File: src/hw/sabi_pkg.sv
// Package of constants and carrier types for the converter bus interface.
package sabi_pkg;

   // ****************************************************************
   // Widths and reset values.
   // ****************************************************************
   localparam int          RES_W      = 12;
   localparam logic [11:0] RESULT_RST = 12'h000;
   localparam logic [11:0] HALF_SCALE = 12'h800;
   localparam logic [3:0]  TOP_BIT    = 4'hb;

   // ****************************************************************
   // Start-to-clock alignment window, times in ns at a 5 ns system clock.
   // ****************************************************************
   localparam int SYS_PERIOD_PS  = 5000;
   localparam int ALIGN_MIN_NS   = 25;
   localparam int ALIGN_MAX_NS   = 100;
   // Least time rounds up; longest time rounds down.
   localparam int ALIGN_MIN_CYC  = (ALIGN_MIN_NS * 1000 + SYS_PERIOD_PS - 1) / SYS_PERIOD_PS;
   localparam int ALIGN_MAX_CYC  = (ALIGN_MAX_NS * 1000) / SYS_PERIOD_PS;
   localparam logic [7:0] GAP_SAT = 8'hff;

   // ****************************************************************
   // Carrier types.
   // ****************************************************************
   typedef struct packed {
      logic cs_b;
      logic rd_b;
   } sabi_strobe_t;

   typedef struct packed {
      logic [11:0] data;
      logic [11:0] oe;
   } sabi_bus_out_t;

endpackage

File: src/hw/sabi_core.sv
// Control and bus-interface logic of a 12-bit successive-approximation converter.
`timescale 1ns/1ps
`default_nettype none

// Summary of operation
// (RULE1) Result lines are driven only while chip select and read are both low.
// (RULE2) Result is a parallel 12-bit word, bit 11 is the most significant.
// (RULE3) Both strobes low together start a conversion.
// (RULE4) Busy is low for the whole conversion and high otherwise.
// (RULE5) Clock output is the inverse of the conversion clock input.
// (RULE6) Read fall under 25 ns before a clock fall skips that fall.
// (RULE7) Host keeps the read fall outside 25 to 100 ns before a clock fall.
// (RULE8) Start strobes are ignored while a conversion is running.
// (RULE9) Register presets to half scale; top bit decided at second clock fall.
// (RULE10) At the end busy rises and the result moves to the output latch.
// (RULE11) Each read while idle returns the previous result and starts a new conversion.
// (RULE12) After reset busy is high, outputs float and the latch reads zero.
module sabi_core (
   // Clock, reset and enable.
   input  wire logic                 sys_clk,
   input  wire logic                 rst_b,
   input  wire logic                 clk_en,
   // Host strobes.
   input  wire sabi_pkg::sabi_strobe_t strobe,
   // Conversion clock and comparator.
   input  wire logic                 conv_clock_in,
   input  wire logic                 comp_in,
   output logic                      inverted_clock_out,
   // Result bus and status.
   output sabi_pkg::sabi_bus_out_t   result_bus,
   output logic                      busy_b
);

   typedef enum logic [1:0] {ST_IDLE, ST_WAIT, ST_CONV} sabi_state_t;

   // ****************************************************************
   // Conversion clock edge detection.
   // ****************************************************************
   logic clk_fall;

   sabi_edge_det u_edge (
      .sys_clk    (sys_clk),
      .rst_b      (rst_b),
      .clk_en     (clk_en),
      .level_in   (conv_clock_in),
      .fall_pulse (clk_fall),
      .rise_pulse ()
   );

   // ****************************************************************
   // Control state.
   // ****************************************************************
   sabi_state_t  state_r, state_nxt;
   logic [11:0]  appr_r, appr_nxt;        // approximation_register
   logic [11:0]  latch_r, latch_nxt;
   logic [3:0]   bit_r, bit_nxt;
   logic [1:0]   falls_r, falls_nxt;
   logic [7:0]   gap_r, gap_nxt;
   logic         sel_r, sel_nxt;
   logic         busy_b_r, busy_b_nxt;
   logic         inv_r, inv_nxt;
   sabi_pkg::sabi_bus_out_t bus_r, bus_nxt;

   logic sel_now;
   assign sel_now = ~strobe.cs_b & ~strobe.rd_b;

   // Next-state logic of the conversion sequencer.
   always_comb begin
      state_nxt  = state_r;
      appr_nxt   = appr_r;
      latch_nxt  = latch_r;
      bit_nxt    = bit_r;
      falls_nxt  = falls_r;
      gap_nxt    = gap_r;
      busy_b_nxt = busy_b_r;
      sel_nxt    = sel_now;
      case (state_r)
         ST_IDLE: begin
            // A new select edge starts a conversion.
            if (sel_now && !sel_r) begin                        // [RULE3] [RULE11]
               appr_nxt   = sabi_pkg::HALF_SCALE;               // [RULE9]
               busy_b_nxt = 1'b0;                               // [RULE4]
               falls_nxt  = 2'd0;
               gap_nxt    = 8'h00;
               bit_nxt    = sabi_pkg::TOP_BIT;
               state_nxt  = ST_WAIT;
            end
         end
         ST_WAIT: begin
            // Counts time since the start to classify the first clock fall.
            if (gap_r != sabi_pkg::GAP_SAT) begin
               gap_nxt = gap_r + 8'h01;
            end
            if (clk_fall) begin
               // A fall too close to the start is not counted.
               if (gap_r >= 8'(sabi_pkg::ALIGN_MIN_CYC) || falls_r != 2'd0) begin // [RULE6]
                  falls_nxt = falls_r + 2'd1;
                  if (falls_r == 2'd1) begin
                     // Second counted fall latches the top bit.
                     if (!comp_in) begin                        // [RULE9]
                        appr_nxt[bit_r] = 1'b0;
                     end
                     if (bit_r != 4'h0) begin
                        appr_nxt[bit_r - 4'h1] = 1'b1;
                     end
                     bit_nxt   = bit_r - 4'h1;
                     state_nxt = ST_CONV;
                  end
               end
            end
         end
         ST_CONV: begin
            // One bit decision per clock fall down to bit zero.
            if (clk_fall) begin
               if (!comp_in) begin                              // [RULE9]
                  appr_nxt[bit_r] = 1'b0;
               end
               if (bit_r == 4'h0) begin
                  latch_nxt  = comp_in ? appr_r : (appr_r & 12'hffe); // [RULE10]
                  busy_b_nxt = 1'b1;                            // [RULE4] [RULE10]
                  state_nxt  = ST_IDLE;
               end else begin
                  appr_nxt[bit_r - 4'h1] = 1'b1;
                  bit_nxt = bit_r - 4'h1;
               end
            end
         end
         default: begin
            state_nxt = ST_IDLE;
         end
      endcase
      // Strobes during ST_WAIT or ST_CONV do not start or alter a conversion.  [RULE8]
   end

   // Output drivers and clock inversion.
   always_comb begin
      inv_nxt       = ~conv_clock_in;                          // [RULE5]
      bus_nxt.data  = (state_nxt == ST_IDLE && state_r == ST_CONV) ? latch_nxt : latch_r; // [RULE2]
      bus_nxt.oe    = sel_now ? 12'hfff : 12'h000;             // [RULE1]
   end

   // Registers all state.
   always_ff @(posedge sys_clk or negedge rst_b) begin
      if (!rst_b) begin
         state_r  <= ST_IDLE;
         appr_r   <= sabi_pkg::HALF_SCALE;
         latch_r  <= sabi_pkg::RESULT_RST;                     // [RULE12]
         bit_r    <= sabi_pkg::TOP_BIT;
         falls_r  <= 2'd0;
         gap_r    <= 8'h00;
         sel_r    <= 1'b0;
         busy_b_r <= 1'b1;                                     // [RULE12]
         inv_r    <= 1'b1;
         bus_r    <= '0;                                       // [RULE12]
      end else if (clk_en) begin
         state_r  <= state_nxt;
         appr_r   <= appr_nxt;
         latch_r  <= latch_nxt;
         bit_r    <= bit_nxt;
         falls_r  <= falls_nxt;
         gap_r    <= gap_nxt;
         sel_r    <= sel_nxt;
         busy_b_r <= busy_b_nxt;
         inv_r    <= inv_nxt;
         bus_r    <= bus_nxt;
      end
   end

   assign busy_b             = busy_b_r;
   assign result_bus         = bus_r;
   assign inverted_clock_out = inv_r;

   // ****************************************************************
   // Checks.
   // ****************************************************************
   AST_OE_FOLLOWS_SEL: assert property (@(posedge sys_clk) disable iff (!rst_b) // [RULE1]
      clk_en |=> (result_bus.oe == ($past(sel_now) ? 12'hfff : 12'h000)))
      else $error("Result drivers do not follow the select strobes.");

   AST_START_BUSY: assert property (@(posedge sys_clk) disable iff (!rst_b) // [RULE3]
      (clk_en && state_r == ST_IDLE && sel_now && !sel_r) |=> !busy_b)
      else $error("Busy did not fall at conversion start.");

   AST_BUSY_STATE: assert property (@(posedge sys_clk) disable iff (!rst_b) // [RULE4]
      busy_b == (state_r == ST_IDLE))
      else $error("Busy disagrees with conversion state.");

   AST_CLK_INV: assert property (@(posedge sys_clk) disable iff (!rst_b) // [RULE5]
      clk_en |=> (inverted_clock_out == !$past(conv_clock_in)))
      else $error("Clock output is not the inverse of the clock input.");

   AST_EARLY_FALL_SKIP: assert property (@(posedge sys_clk) disable iff (!rst_b) // [RULE6]
      (clk_en && state_r == ST_WAIT && clk_fall && falls_r == 2'd0
       && gap_r < 8'(sabi_pkg::ALIGN_MIN_CYC)) |=> (falls_r == 2'd0))
      else $error("A clock fall too close to the start was counted.");

   AST_NO_RESTART: assert property (@(posedge sys_clk) disable iff (!rst_b) // [RULE8]
      (state_r == ST_CONV && !clk_fall) |=> (state_r == ST_CONV && $stable(bit_r)))
      else $error("A running conversion changed without a clock fall.");

   AST_HALF_SCALE: assert property (@(posedge sys_clk) disable iff (!rst_b) // [RULE9]
      (clk_en && state_r == ST_IDLE && sel_now && !sel_r) |=> (appr_r == sabi_pkg::HALF_SCALE))
      else $error("Approximation register not preset to half scale.");

   AST_END_LATCH: assert property (@(posedge sys_clk) disable iff (!rst_b) // [RULE10]
      (clk_en && state_r == ST_CONV && clk_fall && bit_r == 4'h0)
      |=> (busy_b && state_r == ST_IDLE) ##1 (!clk_en || result_bus.data == latch_r))
      else $error("End of conversion did not raise busy and latch the result.");

   AST_RESULT_HOLD: assert property (@(posedge sys_clk) disable iff (!rst_b) // [RULE11]
      (state_r != ST_IDLE) |=> $stable(latch_r) || $past(clk_fall))
      else $error("Output latch changed before conversion end.");

   AST_LATE_FALL_COUNT: assert property (@(posedge sys_clk) disable iff (!rst_b) // [RULE6]
      (clk_en && state_r == ST_WAIT && clk_fall && falls_r == 2'd0
       && gap_r > 8'(sabi_pkg::ALIGN_MAX_CYC)) |=> (falls_r == 2'd1))
      else $error("A clock fall well after the start was not counted.");

   AST_DATA_HOLD: assert property (@(posedge sys_clk) disable iff (!rst_b) // [RULE10]
      (clk_en && !(state_r == ST_CONV && clk_fall && bit_r == 4'h0))
      |=> $stable(result_bus.data))
      else $error("Result data changed away from a conversion end.");

endmodule
`default_nettype wire

File: src/hw/sabi_edge_det.sv
// Falling-edge detector for the conversion clock input.
`timescale 1ns/1ps
`default_nettype none

module sabi_edge_det (
   // Clock and reset.
   input  wire logic sys_clk,
   input  wire logic rst_b,
   input  wire logic clk_en,
   // Sampled level and edge pulses.
   input  wire logic level_in,
   output logic      fall_pulse,
   output logic      rise_pulse
);

   logic prev_r;
   logic prev_nxt;

   // Next value of the previous-level store.
   always_comb begin
      prev_nxt = level_in;
   end

   // Registers the previous level; starts high so reset makes no rising edge.
   always_ff @(posedge sys_clk or negedge rst_b) begin
      if (!rst_b) begin
         prev_r <= 1'b1;
      end else if (clk_en) begin
         prev_r <= prev_nxt;
      end
   end

   // Edges are combinational compares of the stored and current level.
   assign fall_pulse = clk_en & prev_r & ~level_in;
   assign rise_pulse = clk_en & ~prev_r & level_in;

endmodule
`default_nettype wire

File: config.mk
export PLATFORM = sky130hd
export DESIGN_NAME = sabi_core
export DESIGN_NICKNAME = d
export VERILOG_FILES = /design/src/hw/sabi_pkg.sv /design/src/hw/sabi_core.sv /design/src/hw/sabi_edge_det.sv
export SDC_FILE = /design/constraint.sdc
export NUM_CORES = 1
export LEC_CHECK = 0
export BUFFER_PORTS_ARGS = -buffer_cell sky130_fd_sc_hd__buf_2
export CORE_ASPECT_RATIO = 1.75
export CORE_UTILIZATION = 29
export CTS_BUF_LIST = sky130_fd_sc_hd__clkbuf_8
export CTS_CLUSTER_SIZE = 8
export DETAILED_ROUTE_END_ITERATION = 8
export GPL_ROUTABILITY_DRIVEN = 0
export GPL_TIMING_DRIVEN = 1
export PLACE_DENSITY = 0.53
export SLEW_MARGIN = 20
export SYNTH_ARGS = -nofsm -noshare
export SYNTH_HDL_FRONTEND = slang
export SYNTH_SLANG_ARGS = --single-unit
File: constraint.sdc
create_clock -name sys_clk -period 3.2 [get_ports sys_clk]
set_input_delay 0 -clock sys_clk [delete_from_list [all_inputs] [get_ports sys_clk]]
set_output_delay 0 -clock sys_clk [all_outputs]
set_load 0.01 [all_outputs]
# Word-level counts from Yosys, hierarchy flattened
# Cells that the tools add are included.
# classes
eq_ne,12
reduce_logical,19
n_bitwise,10
n_mux,50
n_addsub,3
n_lt_le_gt_ge,5
# op_table
operator,count
2-to-1 mux 12 bit,19
case mux 12 bit (3 select lines),1
2-to-1 mux 4 bit,6
OR 12 bit,2
2-to-1 mux 2 bit,9
2-to-1 mux 8 bit,2
inequality test 2 bit (second input constant),8
case mux 8 bit (2 select lines),1
AND 12 bit,1
NOT 12 bit,1
case mux 4 bit (3 select lines),1
less-than comparator 4 x 5 -> 1 bit (second input constant),2
AND reduction 5 bit,2
adder 8 x 1 -> 8 bit (second input constant),1
demux 1 bit (select 4 bit),2
>= comparator 4 x 1 -> 1 bit (second input constant),2
>= comparator 8 x 3 -> 1 bit (second input constant),1
inequality test 8 bit (second input constant),1
AND reduction 8 bit,1
AND reduction 7 bit,1
2-to-1 mux 1 bit,6
case mux 2 bit (3 select lines),1
nonzero test 2 bit,3
equality test 2 x 1 -> 1 bit (second input constant),2
other kinds (15),23
# word_totals
register_bits,68
inputBits,7
word_cells,111
output_inout_bits,26

# Longest topological paths before layout
# logic_depth
word_depth,17
ltp_mapped,10
mapped_depth_nobuf,8

# Hierarchy
# A second synthesis with hierarchy kept.
# unflattened
hier_cells,334
area_unflattened_um2,3165.5
# modules_own_cells
mod,seq_area_each_um2,cells_per_inst,area_each_um2,n_inst
sabi_core,1383.8,330,3104.2,1
sabi_edge_det,26.3,4,61.3,1

# Worst setup path after synthesis
# No wires, ideal clock.
# synth_timing
path_kind,reg2reg
from,register bit_r[0]
to,register bus_r (netlist bit result_bus[14])
path_stages_with_launch,11
path_slack_ps,850
arrival_ps,2225
path_buffers,2
path_cell_list,dfstp_2 -> inv_1 -> ha_1 -> nand2b_1 -> clkbuf_1 -> o31ai_1 -> a31oi_1 -> o21ai_4 -> o211ai_4 -> buf_6 -> mux2_4
# synth_via
elab_chain_cells,7
word_cells_on_any_way,10
classes_between,mux (7); reduce/logical (3)
# synth_lines
item,line_no,rtl
from (decl),sabi_core.sv:56,"logic [3:0] bit_r, bit_nxt;"
from (signal assigned),sabi_core.sv:148,bit_r <= sabi_pkg::TOP_BIT;
from (signal assigned),sabi_core.sv:159,bit_r <= bit_nxt;
logical NOT 4 bit *,sabi_core.sv:118,if (bit_r == 4'h0) begin
2-to-1 mux 2 bit,sabi_core.sv:118,
2-to-1 mux 2 bit,sabi_core.sv:114,if (clk_fall) begin
case mux 2 bit (3 select lines),sabi_core.sv:77,case (state_r)
logical NOT 2 bit,sabi_core.sv:138,bus_nxt.data = (state_nxt == ST_IDLE && state_r == ST_CONV) ? latch_nxt : latch_r;
logical AND 1 bit,sabi_core.sv:138,
2-to-1 mux 12 bit *,sabi_core.sv:138,
to (signal assigned),sabi_core.sv:165,bus_r <= bus_nxt;
to (decl),sabi_core.sv:62,"sabi_pkg::sabi_bus_out_t bus_r, bus_nxt;"
# Every way passes the cells marked *; elsewhere a longest branch is shown, timed or not.
# A chain may end at the register's enable or synchronous reset.

# Final worst setup path
# layout_timing
from,register gap_r[0]
to,register appr_r[4]
# layout_via
elab_chain_cells,4
# layout_lines
item,line_no,rtl
from (decl),sabi_core.sv:58,"logic [7:0] gap_r, gap_nxt;"
from (signal assigned),sabi_core.sv:161,gap_r <= gap_nxt;
>= comparator 8 x 3 -> 1 bit,sabi_core.sv:96,if (gap_r >= 8'(sabi_pkg::ALIGN_MIN_CYC) || falls_r != 2'd0) begin
logical OR 1 bit,sabi_core.sv:96,
inequality test 2 bit (no source line),--,
AND reduction 7 bit (no source line),--,
to (signal assigned),sabi_core.sv:146,appr_r <= sabi_pkg::HALF_SCALE;
to (signal assigned),sabi_core.sv:157,appr_r <= appr_nxt;
to (decl),sabi_core.sv:54,"logic [11:0] appr_r, appr_nxt;"
# Every way passes these cells.

==> results.ini <==
[outcome]
outcome=finished, final reports clean

[clock_network]
cts_max_path_buffers=2
cts_setup_buffers=0
tritoncts=built
h-tree-depth=2
clk_latency_ps=320
cts.reportedPaths.clkPinSlew_ps=100
clock_sink_count=56
cts_buffers=5
cts-root-buf=clkbuf_8

[job]
cap_violations=0

[placement]
hpwl_um=5087
place_area_sq_mm=0.003413
dp_cells=443
io_buffers=32

[cells_and_area]
nets=343
stdcell_count=453
num_antenna_cells=0
syn2layout_area_growth_pct=11.04
final_cell_area_sq_mm=0.003525
final_common_cell=dfrtp_1
mostFrequentLayoutCells=dfrtp_1 (49), buf_2 (31), mux2_2 (28)
drive_gt1_frac=0.3096

[sta]
period_needed_ps=2707
final.setup_skew_ps=4.260
rsz0062_at_grt=no
fin_hold_ws_ps=7.001
setup_tns_ps=0
setup_viol=0
hold_viol_final=0
slew_viol_final=0
tightest_slew_ps=782.2
fmax_mhz=369.4
timing.final.crit_share=0.8460
relSlewSlack=0.4650

[die]
rows=50
dieArea_sq_mm=0.01138
die_height_um=140.4
die_w_um=81.09
io_pins=33
initial_core_util=0.2967
design.core.area_sq_mm=0.01070

[grt]
antenna_found_initial=0
gr-total-overflow=0
grt_pass1_vias=2245
grt_pass1_wl_um=11300
grt_max_degree=46
grt_usage=0.1311

[critical_path]
regToRegSetupSlack_ps=490
worstSetupStartpointType=flip-flop
reg2reg_from=gap_r[0]$_DFFE_PN0P_
crit_fanout=8
critPathTopFamily=compound AO/OA/AOI/OAI gates
crit_chain=inv_1 > ha_1 > nand2b_1 > a2111oi_4 > o31ai_2 > nand3_1 > a2111oi_1 > a22o_1
reg2reg_depth=8
slowest_delay_ps=650
crit_slowest_cell=a2111oi_1
reg2reg_to=appr_r[4]$_DFFE_PN0P_
crit_arrival_ps=2970
path_class=flip-flop to flip-flop
crit_buf_inv=1
worstPathRequired_ps=3460
endpoint_kind=flip-flop

[synth]
ys_seq_area_frac=0.4442
synthesis.area_sq_mm=0.003174
synthFlopType=dfrtp_1
syn_inst=296
yosysWarnings=0
syn_nets=317
synth_cell_types=50
synth_edf_count=0
ys_async_sr_fraction=1.000
ys_ff_latch=56
syn_area_per_cell_sq_um=10.72

[detailed_routing]
first_iter_violations=58
drc=0
num_vias=2246
ant_nets=0
via_per_inst=4.958
wl_per_cell_um=15.09
wl_um=6835
firstDrtPassIters=4

[power_and_ir_drop]
total_power_w=0.002009
p_per_area_mw_per_mm2=570.1
p_leak_nw=1.708
ir_worst_vdd_mv=0.2426

[worst_hold_path]
hold-path-cell-count=2
hold_path_class=input port to flip-flop
min_from=clk_en
whs_endpoint=result_bus[10]$_DFFE_PN0P_

## report_power, final
part | switching, W | internal (W) | total, W
clock | 0.000236 | 0.000153 | 0.000390
sequential | 0.000132 | 0.000807 | 0.000939
combinational | 0.000421 | 0.000259 | 0.000680
total | 0.000790 | 0.00122 | 0.00201
## worst reg2reg max path, stage by stage, from the launching register on
cell       delay (ps)
dfrtp_1           460
inv_1              70
ha_1              200
nand2b_1          130
a2111oi_4         100
o31ai_2           440
nand3_1           380
a2111oi_1         650
a22o_1            240
## synth_stat cells, types with 2 or more instances
library cell,count,area share
mux2_4,9,0.043
a21oi_1,18,0.028
mux2_2,28,0.099
nand2_1,21,0.025
clkbuf_1,5,0.0059
and3_1,2,0.0039
o21ai_0,24,0.038
inv_1,14,0.017
mux2i_1,4,0.013
xnor2_1,2,0.0055
nor2b_1,7,0.014
nand2b_1,3,0.0059
buf_1,3,0.0035
a21bo_2,2,0.0063
a21o_1,2,0.0047
a31oi_1,2,0.0039
buf_4,12,0.028
a22o_1,3,0.0083
xor2_1,4,0.011
nand3_1,5,0.0079
nand4_1,4,0.0079
o21bai_1,2,0.0047
dfstp_2,7,0.058
nor2_1,16,0.019
o31ai_1,5,0.012
dfrtp_1,49,0.39
nor3_1,7,0.011
ha_1,14,0.055
## cell families after synthesis
family / after synthesis / share of synthesized area
XOR/XNOR: 6 / 0.01655
flip-flops: 56 / 0.4442
AND/OR/NAND/NOR: 73 / 0.1175
adder cells (fa/ha/maj): 14 / 0.05518
buffers and inverters: 36 / 0.05952
AO/OA/AOI/OAI: 70 / 0.1526
multiplexers: 41 / 0.1545
## worst max path at each step
stage / slack, ps / cells after the start / startpoint / end
floorplan: 850 / 10 / bit_r[0]$_DFFE_PN1P_ / result_bus[14]$_DFFE_PN0P_
global placement: 500 / 8 / gap_r[0]$_DFFE_PN0P_ / appr_r[4]$_DFFE_PN0P_
detailed placement: 490 / 8 / gap_r[0]$_DFFE_PN0P_ / appr_r[5]$_DFFE_PN0P_
CTS: 450 / 8 / gap_r[0]$_DFFE_PN0P_ / appr_r[4]$_DFFE_PN0P_
global route: 280 / 8 / gap_r[1]$_DFFE_PN0P_ / appr_r[4]$_DFFE_PN0P_
finish: 490 / 8 / gap_r[0]$_DFFE_PN0P_ / appr_r[4]$_DFFE_PN0P_
## routing by layer
layer / GRT usage / wire (um)
met2: 0.2344 / 3722
met4: 0.06391 / 205
met5: 0 / 0
met3: 0.02606 / 203
met1: 0.1420 / 2703
## what timing repair did
| item | 4_1_cts | 5_1_grt |
|---|---|---|
| resized for setup | 0 | 0 |
| endpoints found under the hold margin | 39 | 0 |
| hold buffers | 2 | 0 |
## final cells by class
type / count / area [sq um]
Clock inverter: 3 / 20.02
Multi-Input combinational cell: 204 / 1575
Sequential cell: 56 / 1410
Tap cell: 130 / 162.7
Fill cell: 1076 / 7173
Inverter: 14 / 52.55
Clock buffer: 5 / 68.82
Timing Repair Buffer: 41 / 235.2
## flip-flops by register name, summed over array words and instances, names as in the netlist
| signal | cells |
|---|---|
| u_edge.prev_r | 1 |
| latch_r | 12 |
| state_r | 2 |
| bit_r | 4 |
| inverted_clock_out | 1 |
| gap_r | 8 |
| appr_r | 12 |
| busy_b | 1 |
| result_bus | 13 |
| falls_r | 2 |
## metrics by stage
stage	setup slack (ps)	util
2_1_floorplan	850.2	-
3_3_place_gp	504.8	0.3191
3_5_place_dp	486.8	0.3191
4_1_cts	452.1	0.3292
5_1_grt	282.9	0.3295
6_report	492.8	0.3295
Power figures use the tool's default switching activity.
